### src/verilog/intc_defines.svh
// register indices, field positions and reset values of the interrupt status and mask block
`ifndef INTC_DEFINES_SVH
`define INTC_DEFINES_SVH

`define APB_ADDR_WIDTH             18
`define REG_WIDTH                  16

`define GPIO_EVENT_STATUS_IDX      16'h4015
`define REQUEST_PIN_CONFIG_IDX     16'h4017
`define GROUP_EVENT_MASK_IDX       16'h4018
`define FIRST_LEVEL_EVENT_MASK_IDX 16'h4019
`define PIN_TRIGGER_IDX            16'h4020
`define BLOCK_EVENT_STATUS_IDX     16'h4021
`define BLOCK_EVENT_MASK_IDX       16'h4022

`define GPIO_EVENT_STATUS_RESET    16'h0000
`define REQUEST_PIN_CONFIG_RESET   16'h0002
`define GROUP_EVENT_MASK_RESET     16'hF9B3
`define FIRST_LEVEL_MASK_RESET     16'h99C0
`define PIN_TRIGGER_RESET          32'h0000_0000
`define BLOCK_EVENT_STATUS_RESET   16'h0000
`define BLOCK_EVENT_MASK_RESET     16'h0003

`define REQUEST_PIN_CONFIG_BITS    16'h0003
`define GROUP_EVENT_MASK_BITS      16'hF9B3
`define FIRST_LEVEL_MASK_BITS      16'h99C0
`define BLOCK_EVENT_BITS           16'h0003

`define OUTPUT_GATE_BIT            0
`define OPEN_DRAIN_BIT             1

`define POWER_STATE_GROUP_BIT      15
`define TEMPERATURE_GROUP_BIT      14
`define PIN_GROUP_BIT              13
`define ONKEY_GROUP_BIT            12
`define WATCHDOG_GROUP_BIT         11
`define CONVERTER_GROUP_BIT        8
`define POWER_PATH_GROUP_BIT       7
`define CLOCK_GROUP_BIT            5
`define PROM_GROUP_BIT             4
`define HIGH_CURRENT_GROUP_BIT     1
`define UNDERVOLTAGE_GROUP_BIT     0

`define LOW_SYSTEM_VOLTAGE_BIT     15
`define ONKEY_CHANGE_BIT           12
`define WATCHDOG_TIMEOUT_BIT       11
`define CONVERTER_READY_BIT        8
`define COMPARATOR4_BIT            7
`define COMPARATOR3_BIT            6

`define REQUEST_RISE_EVENT_BIT     0
`define BAD_ACCESS_EVENT_BIT       1

`endif

### src/verilog/intc_pkg.sv
// types shared by the interrupt status and mask block
package intc_pkg;

   typedef enum logic [1:0]
   {
      TRIGGER_RISING,
      TRIGGER_FALLING,
      TRIGGER_BOTH_EDGES,
      TRIGGER_HIGH_LEVEL
   } trigger_mode_t;

   typedef struct packed
   {
      logic pullup_enable;
      logic request_n_oe;
      logic request_n_out;
   } pin_drive_t;

endpackage

### src/verilog/intc_status_mask.sv
// interrupt status, mask and request pin logic with an APB register port
//
// Operation
// - pin events 1 to 5 are sticky bits 0 to 4 of gpio_event_status, each reset to 0.
// - each pin event is set on the condition picked by that pin's own trigger select.
// - writing one clears a pending event bit, bits written with zero are left alone.
// - bit 1 of request_pin_config picks push-pull (0) or open drain with pull-up (1), reset 1.
// - bit 0 of request_pin_config set holds the request pin deasserted, reset 0.
// - a mask bit at 0 lets its source through and at 1 blocks it.
// - every group and first-level mask bit resets to 1.
// - group masks sit at bits 15,14,13,12,11,8,7,5,4,1,0 of group_event_mask.
// - pin events 6 to 12 are bits 5 to 11 with their own trigger select and clear by one.
//
// The APB register port was chosen for this implementation.
`timescale 1ns/1ps
`include "intc_defines.svh"

module intc_status_mask
#(
   parameter int PIN_COUNT = 12
)
(
   input  wire logic                         pclk,
   input  wire logic                         presetn,
   input  wire logic                         psel,
   input  wire logic                         penable,
   input  wire logic                         pwrite,
   input  wire logic [`APB_ADDR_WIDTH-1:0]   paddr,
   input  wire logic [31:0]                  pwdata,
   output logic      [31:0]                  prdata,
   output logic                              pready,
   output logic                              pslverr,
   input  wire logic [PIN_COUNT-1:0]         pin_in,
   input  wire logic [`REG_WIDTH-1:0]        first_level_pending,
   input  wire logic [`REG_WIDTH-1:0]        group_pending,
   output intc_pkg::pin_drive_t              request_pin,
   output logic                              block_irq
);

   import intc_pkg::*;

   logic [PIN_COUNT-1:0]   gpio_event_status;
   logic [1:0]             request_pin_config;
   logic [`REG_WIDTH-1:0]  group_event_mask;
   logic [`REG_WIDTH-1:0]  first_level_event_mask;
   logic [2*PIN_COUNT-1:0] pin_trigger;
   logic [`REG_WIDTH-1:0]  block_event_status;
   logic [`REG_WIDTH-1:0]  block_event_mask;
   logic                   request_active;

   logic [PIN_COUNT-1:0]   pin_event;
   logic [PIN_COUNT-1:0]   next_gpio_event_status;
   logic [`REG_WIDTH-1:0]  next_block_event_status;
   logic [`REG_WIDTH-1:0]  block_event_set;
   logic [`REG_WIDTH-1:0]  gpio_clear;
   logic [`REG_WIDTH-1:0]  index;
   logic [`REG_WIDTH-1:0]  first_level_hit;
   logic [`REG_WIDTH-1:0]  group_active;
   logic [`REG_WIDTH-1:0]  group_hit;
   logic [31:0]            read_value;
   logic                   access;
   logic                   done;
   logic                   write_done;
   logic                   read_done;
   logic                   sel_gpio;
   logic                   sel_config;
   logic                   sel_group;
   logic                   sel_first;
   logic                   sel_trigger;
   logic                   sel_block_status;
   logic                   sel_block_mask;
   logic                   mapped;
   logic                   request_assert;
   logic                   open_drain;
   logic                   output_gate;
   logic                   adc_hit;
   logic                   wr_config;
   logic                   wr_group;
   logic                   wr_first;
   logic                   wr_trigger;
   logic                   wr_block_mask;

   // registers sit on word boundaries; the index is the byte address over four
   function automatic logic index_is(input logic [`REG_WIDTH-1:0] idx,
                                     input logic [`REG_WIDTH-1:0] want);
      return idx == want;
   endfunction

   function automatic logic [31:0] widen(input logic [`REG_WIDTH-1:0] value);
      return {16'h0000, value};
   endfunction

   // bus phases: one wait state, so read data comes from a flop
   assign access     = psel & penable;
   assign done       = access & pready;
   assign write_done = done & pwrite;
   assign read_done  = done & ~pwrite;

   assign index = paddr[`APB_ADDR_WIDTH-1:2];

   assign sel_gpio         = index_is(index, `GPIO_EVENT_STATUS_IDX);
   assign sel_config       = index_is(index, `REQUEST_PIN_CONFIG_IDX);
   assign sel_group        = index_is(index, `GROUP_EVENT_MASK_IDX);
   assign sel_first        = index_is(index, `FIRST_LEVEL_EVENT_MASK_IDX);
   assign sel_trigger      = index_is(index, `PIN_TRIGGER_IDX);
   assign sel_block_status = index_is(index, `BLOCK_EVENT_STATUS_IDX);
   assign sel_block_mask   = index_is(index, `BLOCK_EVENT_MASK_IDX);

   assign mapped = sel_gpio | sel_config | sel_group | sel_first
                 | sel_trigger | sel_block_status | sel_block_mask;

   assign pslverr = pready & ~mapped;

   always_comb
   begin
      if (sel_gpio)
      begin
         read_value = {{(32-PIN_COUNT){1'b0}}, gpio_event_status};
      end
      else if (sel_config)
      begin
         read_value = {30'h0000_0000, request_pin_config};
      end
      else if (sel_group)
      begin
         read_value = widen(group_event_mask);
      end
      else if (sel_first)
      begin
         read_value = widen(first_level_event_mask);
      end
      else if (sel_trigger)
      begin
         read_value = {{(32-2*PIN_COUNT){1'b0}}, pin_trigger};
      end
      else if (sel_block_status)
      begin
         read_value = widen(block_event_status);
      end
      else if (sel_block_mask)
      begin
         read_value = widen(block_event_mask);
      end
      else
      begin
         read_value = 32'h0000_0000;
      end
   end

   always_ff @(posedge pclk or negedge presetn)
   begin
      if (!presetn)
      begin
         pready <= 1'b0;
         prdata <= 32'h0000_0000;
      end
      else
      begin
         pready <= access & ~pready;
         if (access & ~pready & ~pwrite)
         begin
            prdata <= read_value;
         end
      end
   end

   // per-pin event detectors
   genvar i;
   generate
      for (i = 0; i < PIN_COUNT; i++)
      begin : g_pin
         pin_trigger_detect u_detect
         (
            .pclk        (pclk),
            .presetn     (presetn),
            .pin         (pin_in[i]),
            .mode        (trigger_mode_t'(pin_trigger[2*i +: 2])),
            .event_pulse (pin_event[i])
         );
      end
   endgenerate

   // sticky pin events; a new event wins over a clear in the same cycle
   assign gpio_clear = (write_done & sel_gpio) ? pwdata[`REG_WIDTH-1:0] : 16'h0000;

   assign next_gpio_event_status =
      (gpio_event_status & ~gpio_clear[PIN_COUNT-1:0]) | pin_event;

   always_ff @(posedge pclk or negedge presetn)
   begin
      if (!presetn)
      begin
         gpio_event_status <= PIN_COUNT'(`GPIO_EVENT_STATUS_RESET);
      end
      else
      begin
         gpio_event_status <= next_gpio_event_status;
      end
   end

   // write strobes, one per writable configuration register
   assign wr_config     = write_done & sel_config;
   assign wr_group      = write_done & sel_group;
   assign wr_first      = write_done & sel_first;
   assign wr_trigger    = write_done & sel_trigger;
   assign wr_block_mask = write_done & sel_block_mask;

   always_ff @(posedge pclk or negedge presetn)
   begin
      if (!presetn)
      begin
         request_pin_config <= 2'(`REQUEST_PIN_CONFIG_RESET);
      end
      else if (wr_config)
      begin
         request_pin_config <= 2'(pwdata[15:0] & `REQUEST_PIN_CONFIG_BITS);
      end
   end

   always_ff @(posedge pclk or negedge presetn)
   begin
      if (!presetn)
      begin
         group_event_mask <= `GROUP_EVENT_MASK_RESET;
      end
      else if (wr_group)
      begin
         group_event_mask <= pwdata[15:0] & `GROUP_EVENT_MASK_BITS;
      end
   end

   always_ff @(posedge pclk or negedge presetn)
   begin
      if (!presetn)
      begin
         first_level_event_mask <= `FIRST_LEVEL_MASK_RESET;
      end
      else if (wr_first)
      begin
         first_level_event_mask <= pwdata[15:0] & `FIRST_LEVEL_MASK_BITS;
      end
   end

   always_ff @(posedge pclk or negedge presetn)
   begin
      if (!presetn)
      begin
         pin_trigger <= (2*PIN_COUNT)'(`PIN_TRIGGER_RESET);
      end
      else if (wr_trigger)
      begin
         pin_trigger <= pwdata[2*PIN_COUNT-1:0];
      end
   end

   always_ff @(posedge pclk or negedge presetn)
   begin
      if (!presetn)
      begin
         block_event_mask <= `BLOCK_EVENT_MASK_RESET;
      end
      else if (wr_block_mask)
      begin
         block_event_mask <= pwdata[15:0] & `BLOCK_EVENT_BITS;
      end
   end

   assign output_gate = request_pin_config[`OUTPUT_GATE_BIT];
   assign open_drain  = request_pin_config[`OPEN_DRAIN_BIT];

   // first-level sources pass where their mask bit is 0
   assign first_level_hit = first_level_pending & ~first_level_event_mask
                          & `FIRST_LEVEL_MASK_BITS;

   assign adc_hit = first_level_hit[`CONVERTER_READY_BIT]
                  | first_level_hit[`COMPARATOR4_BIT]
                  | first_level_hit[`COMPARATOR3_BIT];

   // fold each first-level source into the group it belongs to
   always_comb
   begin
      group_active = group_pending;
      group_active[`PIN_GROUP_BIT] = group_pending[`PIN_GROUP_BIT]
                                   | (|gpio_event_status);
      group_active[`POWER_PATH_GROUP_BIT] = group_pending[`POWER_PATH_GROUP_BIT]
                                          | first_level_hit[`LOW_SYSTEM_VOLTAGE_BIT];
      group_active[`ONKEY_GROUP_BIT] = group_pending[`ONKEY_GROUP_BIT]
                                     | first_level_hit[`ONKEY_CHANGE_BIT];
      group_active[`WATCHDOG_GROUP_BIT] = group_pending[`WATCHDOG_GROUP_BIT]
                                        | first_level_hit[`WATCHDOG_TIMEOUT_BIT];
      group_active[`CONVERTER_GROUP_BIT] = group_pending[`CONVERTER_GROUP_BIT] | adc_hit;
   end

   assign group_hit = group_active & ~group_event_mask & `GROUP_EVENT_MASK_BITS;

   assign request_assert = ~output_gate & (|group_hit);

   // the pin is driven from flops; open drain only pulls low, push-pull drives both ways
   always_ff @(posedge pclk or negedge presetn)
   begin
      if (!presetn)
      begin
         request_active              <= 1'b0;
         request_pin.request_n_out   <= 1'b0;
         request_pin.request_n_oe    <= 1'b0;
         request_pin.pullup_enable   <= 1'b1;
      end
      else
      begin
         request_active              <= request_assert;
         request_pin.pullup_enable   <= open_drain;
         if (open_drain)
         begin
            request_pin.request_n_out <= 1'b0;
            request_pin.request_n_oe  <= request_assert;
         end
         else
         begin
            request_pin.request_n_out <= ~request_assert;
            request_pin.request_n_oe  <= 1'b1;
         end
      end
   end

   // block events: request assertion and accesses to unmapped addresses
   always_comb
   begin
      block_event_set = 16'h0000;
      block_event_set[`REQUEST_RISE_EVENT_BIT] = request_assert & ~request_active;
      block_event_set[`BAD_ACCESS_EVENT_BIT]   = done & ~mapped;
   end

   // a read clears the status, but an event in the same cycle survives it
   assign next_block_event_status =
      ((read_done & sel_block_status) ? 16'h0000 : block_event_status) | block_event_set;

   always_ff @(posedge pclk or negedge presetn)
   begin
      if (!presetn)
      begin
         block_event_status <= `BLOCK_EVENT_STATUS_RESET;
         block_irq          <= 1'b0;
      end
      else
      begin
         block_event_status <= next_block_event_status;
         block_irq          <= |(next_block_event_status & ~block_event_mask);
      end
   end

endmodule // intc_status_mask

### src/verilog/pin_trigger_detect.sv
// per-pin event detector steered by the pin's own trigger mode
`timescale 1ns/1ps

module pin_trigger_detect
   import intc_pkg::*;
(
   input  wire logic                    pclk,
   input  wire logic                    presetn,
   input  wire logic                    pin,
   input  wire intc_pkg::trigger_mode_t mode,
   output logic                         event_pulse
);

   logic previous;
   logic primed;
   logic rose;
   logic fell;
   logic hit;

   // no edge is reported before a first sample has been taken
   assign rose = primed & pin & ~previous;
   assign fell = primed & ~pin & previous;

   always_comb
   begin
      case (mode)
         TRIGGER_RISING:     hit = rose;
         TRIGGER_FALLING:    hit = fell;
         TRIGGER_BOTH_EDGES: hit = rose | fell;
         default:            hit = pin;
      endcase
   end

   always_ff @(posedge pclk or negedge presetn)
   begin
      if (!presetn)
      begin
         previous    <= 1'b0;
         primed      <= 1'b0;
         event_pulse <= 1'b0;
      end
      else
      begin
         previous    <= pin;
         primed      <= 1'b1;
         event_pulse <= hit;
      end
   end

endmodule // pin_trigger_detect

### config.mk
export PLATFORM = sky130hd
export DESIGN_NAME = intc_status_mask
export DESIGN_NICKNAME = d
export VERILOG_FILES = /design/src/verilog/intc_pkg.sv /design/src/verilog/intc_status_mask.sv /design/src/verilog/pin_trigger_detect.sv
export VERILOG_INCLUDE_DIRS = /design/src /design/src/verilog
export SDC_FILE = /design/constraint.sdc
export NUM_CORES = 1
export LEC_CHECK = 0
export BUFFER_PORTS_ARGS = -buffer_cell sky130_fd_sc_hd__buf_2
export CAP_MARGIN = 0
export CORE_MARGIN = 8
export CORE_UTILIZATION = 50
export CTS_CLUSTER_DIAMETER = 200
export DETAILED_ROUTE_END_ITERATION = 10
export HOLD_SLACK_MARGIN = 0.15
export PLACE_DENSITY = 0.82
export SYNTH_ARGS = -nofsm -noshare
export SYNTH_HDL_FRONTEND = slang
export SYNTH_HIERARCHICAL = 1
export SYNTH_SLANG_ARGS = --single-unit
### constraint.sdc
create_clock -name pclk -period 3.68 [get_ports pclk]
set_input_delay 0 -clock pclk [delete_from_list [all_inputs] [get_ports pclk]]
set_output_delay 0 -clock pclk [all_outputs]
set_load 0.005 [all_outputs]
# Word-level counts from Yosys, hierarchy flattened
# Cells that the tools add are included.
[totals]
reg_bits = 136
input_bits = 99
out_inout_bits = 38
word_cells = 237
[op_classes]
eq_ne = 31
muxes = 22
bitwise_logic = 130
n_reduce_logical = 15
[ops]
columns = ["op", "count"]
rows = [
  ["$eq A16 B15 Y1 const B", 7],
  ["$mux W32", 3],
  ["$and A1 B1 Y1", 65],
  ["$and A16 B16 Y16", 3],
  ["$mux W24", 2],
  ["$pmux W1 S3", 12],
  ["$mux W16", 2],
  ["$not A16 Y16", 2],
  ["$not A1 Y1", 30],
  ["$or A1 B1 Y1", 25],
  ["$eq A2 B1 Y1 const B", 12],
  ["$eq A2 B2 Y1 const B", 12],
  ["$logic_not A2 Y1", 12],
  ["$not A2 Y16", 1],
  ["$or A16 B2 Y16", 1],
  ["$reduce_or A16 Y1", 1],
  ["$and A12 B12 Y12", 1],
  ["$mux W12", 1],
  ["$not A12 Y12", 1],
  ["$or A12 B12 Y12", 1],
  ["$reduce_or A12 Y1", 1],
  ["$reduce_or A11 Y1", 1],
  ["$mux W2", 2],
]

# Logic depth before layout (Yosys ltp)
[depth]
depth_word = 12
depth_mapped = 7

# Hierarchy
# The synthesis kept the hierarchy.
[modules_own_cells]
columns = ["mod", "instances", "cells_each", "area_each_um2", "seq_area_each_um2"]
rows = [
  ["intc_status_mask", 1, 436, 4884.7, 2603.7],
  ["pin_trigger_detect", 12, 10, 116.4, 75.1],
]

# Worst setup path before layout
# No wires, ideal clock.
[synth_timing]
path_kind = "flip-flop to flip-flop"
from = "register pready"
to = "register pin_trigger[0]"
setup_time_ps = 125
t_arrival_ps = 1574
required_time_ps = 3555
slack_ps = 1981
path_stages_with_launch = 5
period_less_slack_ps = 1699
cell_sequence = "dfrtp_1 nand4_1 nor3_4 buf_6 mux2_2"
[synth_via]
elab_chain_len = 3
[synth_rtl]
columns = ["element", "line_no", "text"]
rows = [
  ["start: declaration", "intc_status_mask.sv:31", "output logic pready,"],
  ["start signal: assignment", "intc_status_mask.sv:159", "pready <= access & ~pready;"],
  ["$and A1 B1 Y1", "intc_status_mask.sv:95", "assign done = access & pready;"],
  ["$and A1 B1 Y1", "intc_status_mask.sv:96", "assign write_done = done & pwrite;"],
  ["$and A1 B1 Y1", "intc_status_mask.sv:205", "assign wr_trigger = write_done & sel_trigger;"],
  ["end signal: assignment", "intc_status_mask.sv:248", "pin_trigger <= (2*PIN_COUNT)'(`PIN_TRIGGER_RESET);"],
  ["end signal: assignment", "intc_status_mask.sv:252", "pin_trigger <= pwdata[2*PIN_COUNT-1:0];"],
  ["end: declaration", "intc_status_mask.sv:46", "logic [2*PIN_COUNT-1:0] pin_trigger;"],
]
# Every way passes these cells.
# A chain may end at the register's enable or synchronous reset.

# Final worst setup path
[layout_timing]
from = "input port penable"
to = "register prdata[12]"
[layout_via]
elab_chain_len = 3
[layout_rtl]
columns = ["element", "line_no", "text"]
rows = [
  ["start: declaration", "intc_status_mask.sv:26", "input wire logic penable,"],
  ["$and A1 B1 Y1", "intc_status_mask.sv:94", "assign access = psel & penable;"],
  ["$and A1 B1 Y1 (2 in a row)", "intc_status_mask.sv:160", "if (access & ~pready & ~pwrite)"],
  ["end signal: assignment", "intc_status_mask.sv:162", "prdata <= read_value;"],
  ["end: declaration", "intc_status_mask.sv:30", "output logic [31:0] prdata,"],
]
# Every way passes these cells.

==> run metrics <==
ys flop type dfrtp_1; CTS Sinks 139; PwrDens 430.9 nW/um^2; critical path class input pin to flop; aggregate routed wire length 17.24 mm; Async S/R FF share, synth 1.000; Max H-tree Level 4; Routed Antenna Nets 0; # setup viols final 0; Post-synth EDFFs 0; Post CTS Setup Buffer Count 0; crit path DAT 3090 ps; area of the core 12470 um^2; outcome finished clean; fin nets 807; post_cts resized 0; pre-CTS WS 1364 ps; # rows 41; Synth warnings 6; Inserted Diodes 0; Avg Cell Area, Syn 11.30 um^2; Die W 128.1 um; GPL Wtd Cong 0.8659; Fin. Hold Viols 0; Power, Total 3.412 mW; distinct cell type count after synthesis 61; fin worst setup slack 944.1 ps; GRT Total Usage 0.2199; DRT iter0 DRCs 438; clock skew 7.159 ps; Die Y 128.1 um; Leak Pwr 3.646 nW; Critical Path Fanout Max 9; vias in the first global route 5262; P&R area growth vs syn 26.06%; pins over their slew limit 0; largest net degree at the start of global routing 117; DRC 0; maxcap violations 0; GRT overflow 0; largest area contributor in the netlist dfrtp_1; placed cells 817; first-pass GRT wire length 27.46 mm; Cells after Synth 556; Mapped Area 6281 um^2; CTS Buf Count 17; CTS Root Cell clkbuf_16; unrepaired setup endpoints after global routing no; Ports 137; Register-to-Register Path Depth 4; Slew Limit Headroom 0.2379; VDD IR-drop max 0.3438 mV; starting density of the core 0.5039; share of post-route cells with drive strength above 1 0.3204; Clk pin slew, worst setup/hold paths 60 ps; Die ar. 16400 um^2; CTS tree yes; Vias 4982; f_max 0.3655 GHz; critical path capture point type flop; setup TNS 0 ps; CTS max path bufs 2; wire per inst 19.30 um; final worst path period share 0.7435; register area share after synthesis 0.5580; HPWL after DPL 11.77 mm; vias per cell 5.579; # port buffers 103; Min Hold Slack 176.5 ps; ranking of synthesized cells by area dfrtp_1 (47%), dfstp_2 (8.8%), mux2_2 (7.9%); Final min period 2736 ps; Yosys reg bits 139; element type at the critical path start input pin; Clk Latency, worst-skew pair 420 ps; HP Class input pin to flop; Yosys top cell area share 0.4701; DRT Pass-1 Iters 5; initial antenna violation count 0; final std cells w/o fill 893; Least-Margin Pin Slew 1143 ps; Filler Cell Count 988; Worst Path Required 4040 ps; WHS Path Cells 5
## worst max-delay path: stages
cell,delay [ps]
dlygate4sd3_1,530
buf_2,140
nand2_1,70
dlygate4sd3_1,600
nor3_2,690
nand3_1,220
o31ai_1,270
dlygate4sd3_1,570
## synthesized netlist by cell type, drive strengths merged (2+ instances only)
cell type / count
conb: 13
nand4: 4
nand3: 16
a222oi: 8
and2: 4
a31oi: 22
nand3b: 4
and3: 13
o21ai: 17
a21oi: 10
a21o: 15
nor4: 8
inv: 15
nand2: 63
a22oi: 3
o31ai: 14
dfrtp: 118
nor2b: 20
o221ai: 3
mux2i: 3
dfstp: 21
xnor2: 12
o211a: 2
nand2b: 2
and3b: 2
buf: 20
nor3b: 3
clkbuf: 6
or3: 3
nor2: 32
nor3: 11
nor4b: 3
a211o: 4
mux2: 45
o22ai: 4
## cell families after synthesis
logic type	Yosys count	synth area share
flops	139	0.5580
other cells	13	0.007769
simple gates	191	0.1711
compound gates	112	0.1263
xor+xnor	12	0.01673
mux	48	0.08546
buf+inv	41	0.03466
## layout make-up
cell class	count	area, um^2	share of cell area
Tap cell	172	215.2	0.02718
Inverter	15	56.30	0.007111
Multi-Input combinational cell	383	2590	0.3271
Sequential cell	139	3505	0.4426
Timing Repair Buffer	152	999.7	0.1263
Clock buffer	20	436.7	0.05515
Clock inverter	12	115.1	0.01454
## power breakdown
group	switching [mW]	internal (mW)	total [mW]
Combinational	0.127	0.0992	0.226
Clock	0.664	0.938	1.60
Sequential	0.0208	1.56	1.58
## state kept, by name, indices dropped and copies added (netlist names), 11 cells and up
name / flops
block_event_status: 16
g_pin.u_detect/event_pulse: 12
g_pin.u_detect/previous: 12
g_pin.u_detect/primed: 12
gpio_event_status: 12
group_event_mask: 11
pin_trigger: 24
prdata: 24
## path summary, 6_finish.rpt
| kind | slack [ps] | endpoint | from |
|---|---|---|---|
| setup / recovery | 940 | prdata[12]$_DFFE_PN0P_ | penable |
| hold / removal | 180 | prdata[1]$_DFFE_PN0P_ | paddr[3] |
| setup reg to reg | 1270 | block_event_status[1]$_DFF_PN0_ | pready$_DFF_PN0_ |
| hold reg to reg | 400 | request_pin[2]$_DFF_PN1_ | request_pin_config[1]$_DFFE_PN1P_ |
| max in group asynchronous | 2460 | block_event_status[8]$_DFF_PN0_ | presetn |
| min in group asynchronous | 290 | pin_trigger[15]$_DFFE_PN0P_ | presetn |
## stage by stage
step                        util  area, um^2
after CTS                 0.6352        7918
after global routing      0.6352        7918
after detailed placement  0.5556        6925
after floorplan                -        6307
after global placement    0.5556        6925
final                     0.6352        7918
## cells in the final DEF, fill, tap and decap left out, drive strengths merged, types with 12 or more instances in the layout
cell type,netlist,layout
o31ai,14,14
clkbuf,6,20
nand3,16,16
dfrtp,118,118
nor2,32,32
dlygate4sd3,0,44
and3,13,13
dfstp,21,21
a31oi,22,22
nand2,63,63
a21o,15,15
nor2b,20,20
inv,15,20
xnor2,12,12
buf,20,108
o21ai,17,17
conb,13,20
mux2,45,45
## per-layer routing
metal / share of wire / vias up / GRT usage
met5: 0 / - / 0
met4: 0.025 / 0 / 0.09371
met3: 0.079 / 36 / 0.07196
met2: 0.50 / 202 / 0.3594
met1: 0.40 / 2470 / 0.2609
li1: - / 2274 / -
## repair_timing
action,in CTS,in global routing
hold buffers,44,0
endpoints found under the setup margin,0,0
endpoints found under the hold margin,197,0
(Power assumes the default switching activity.)
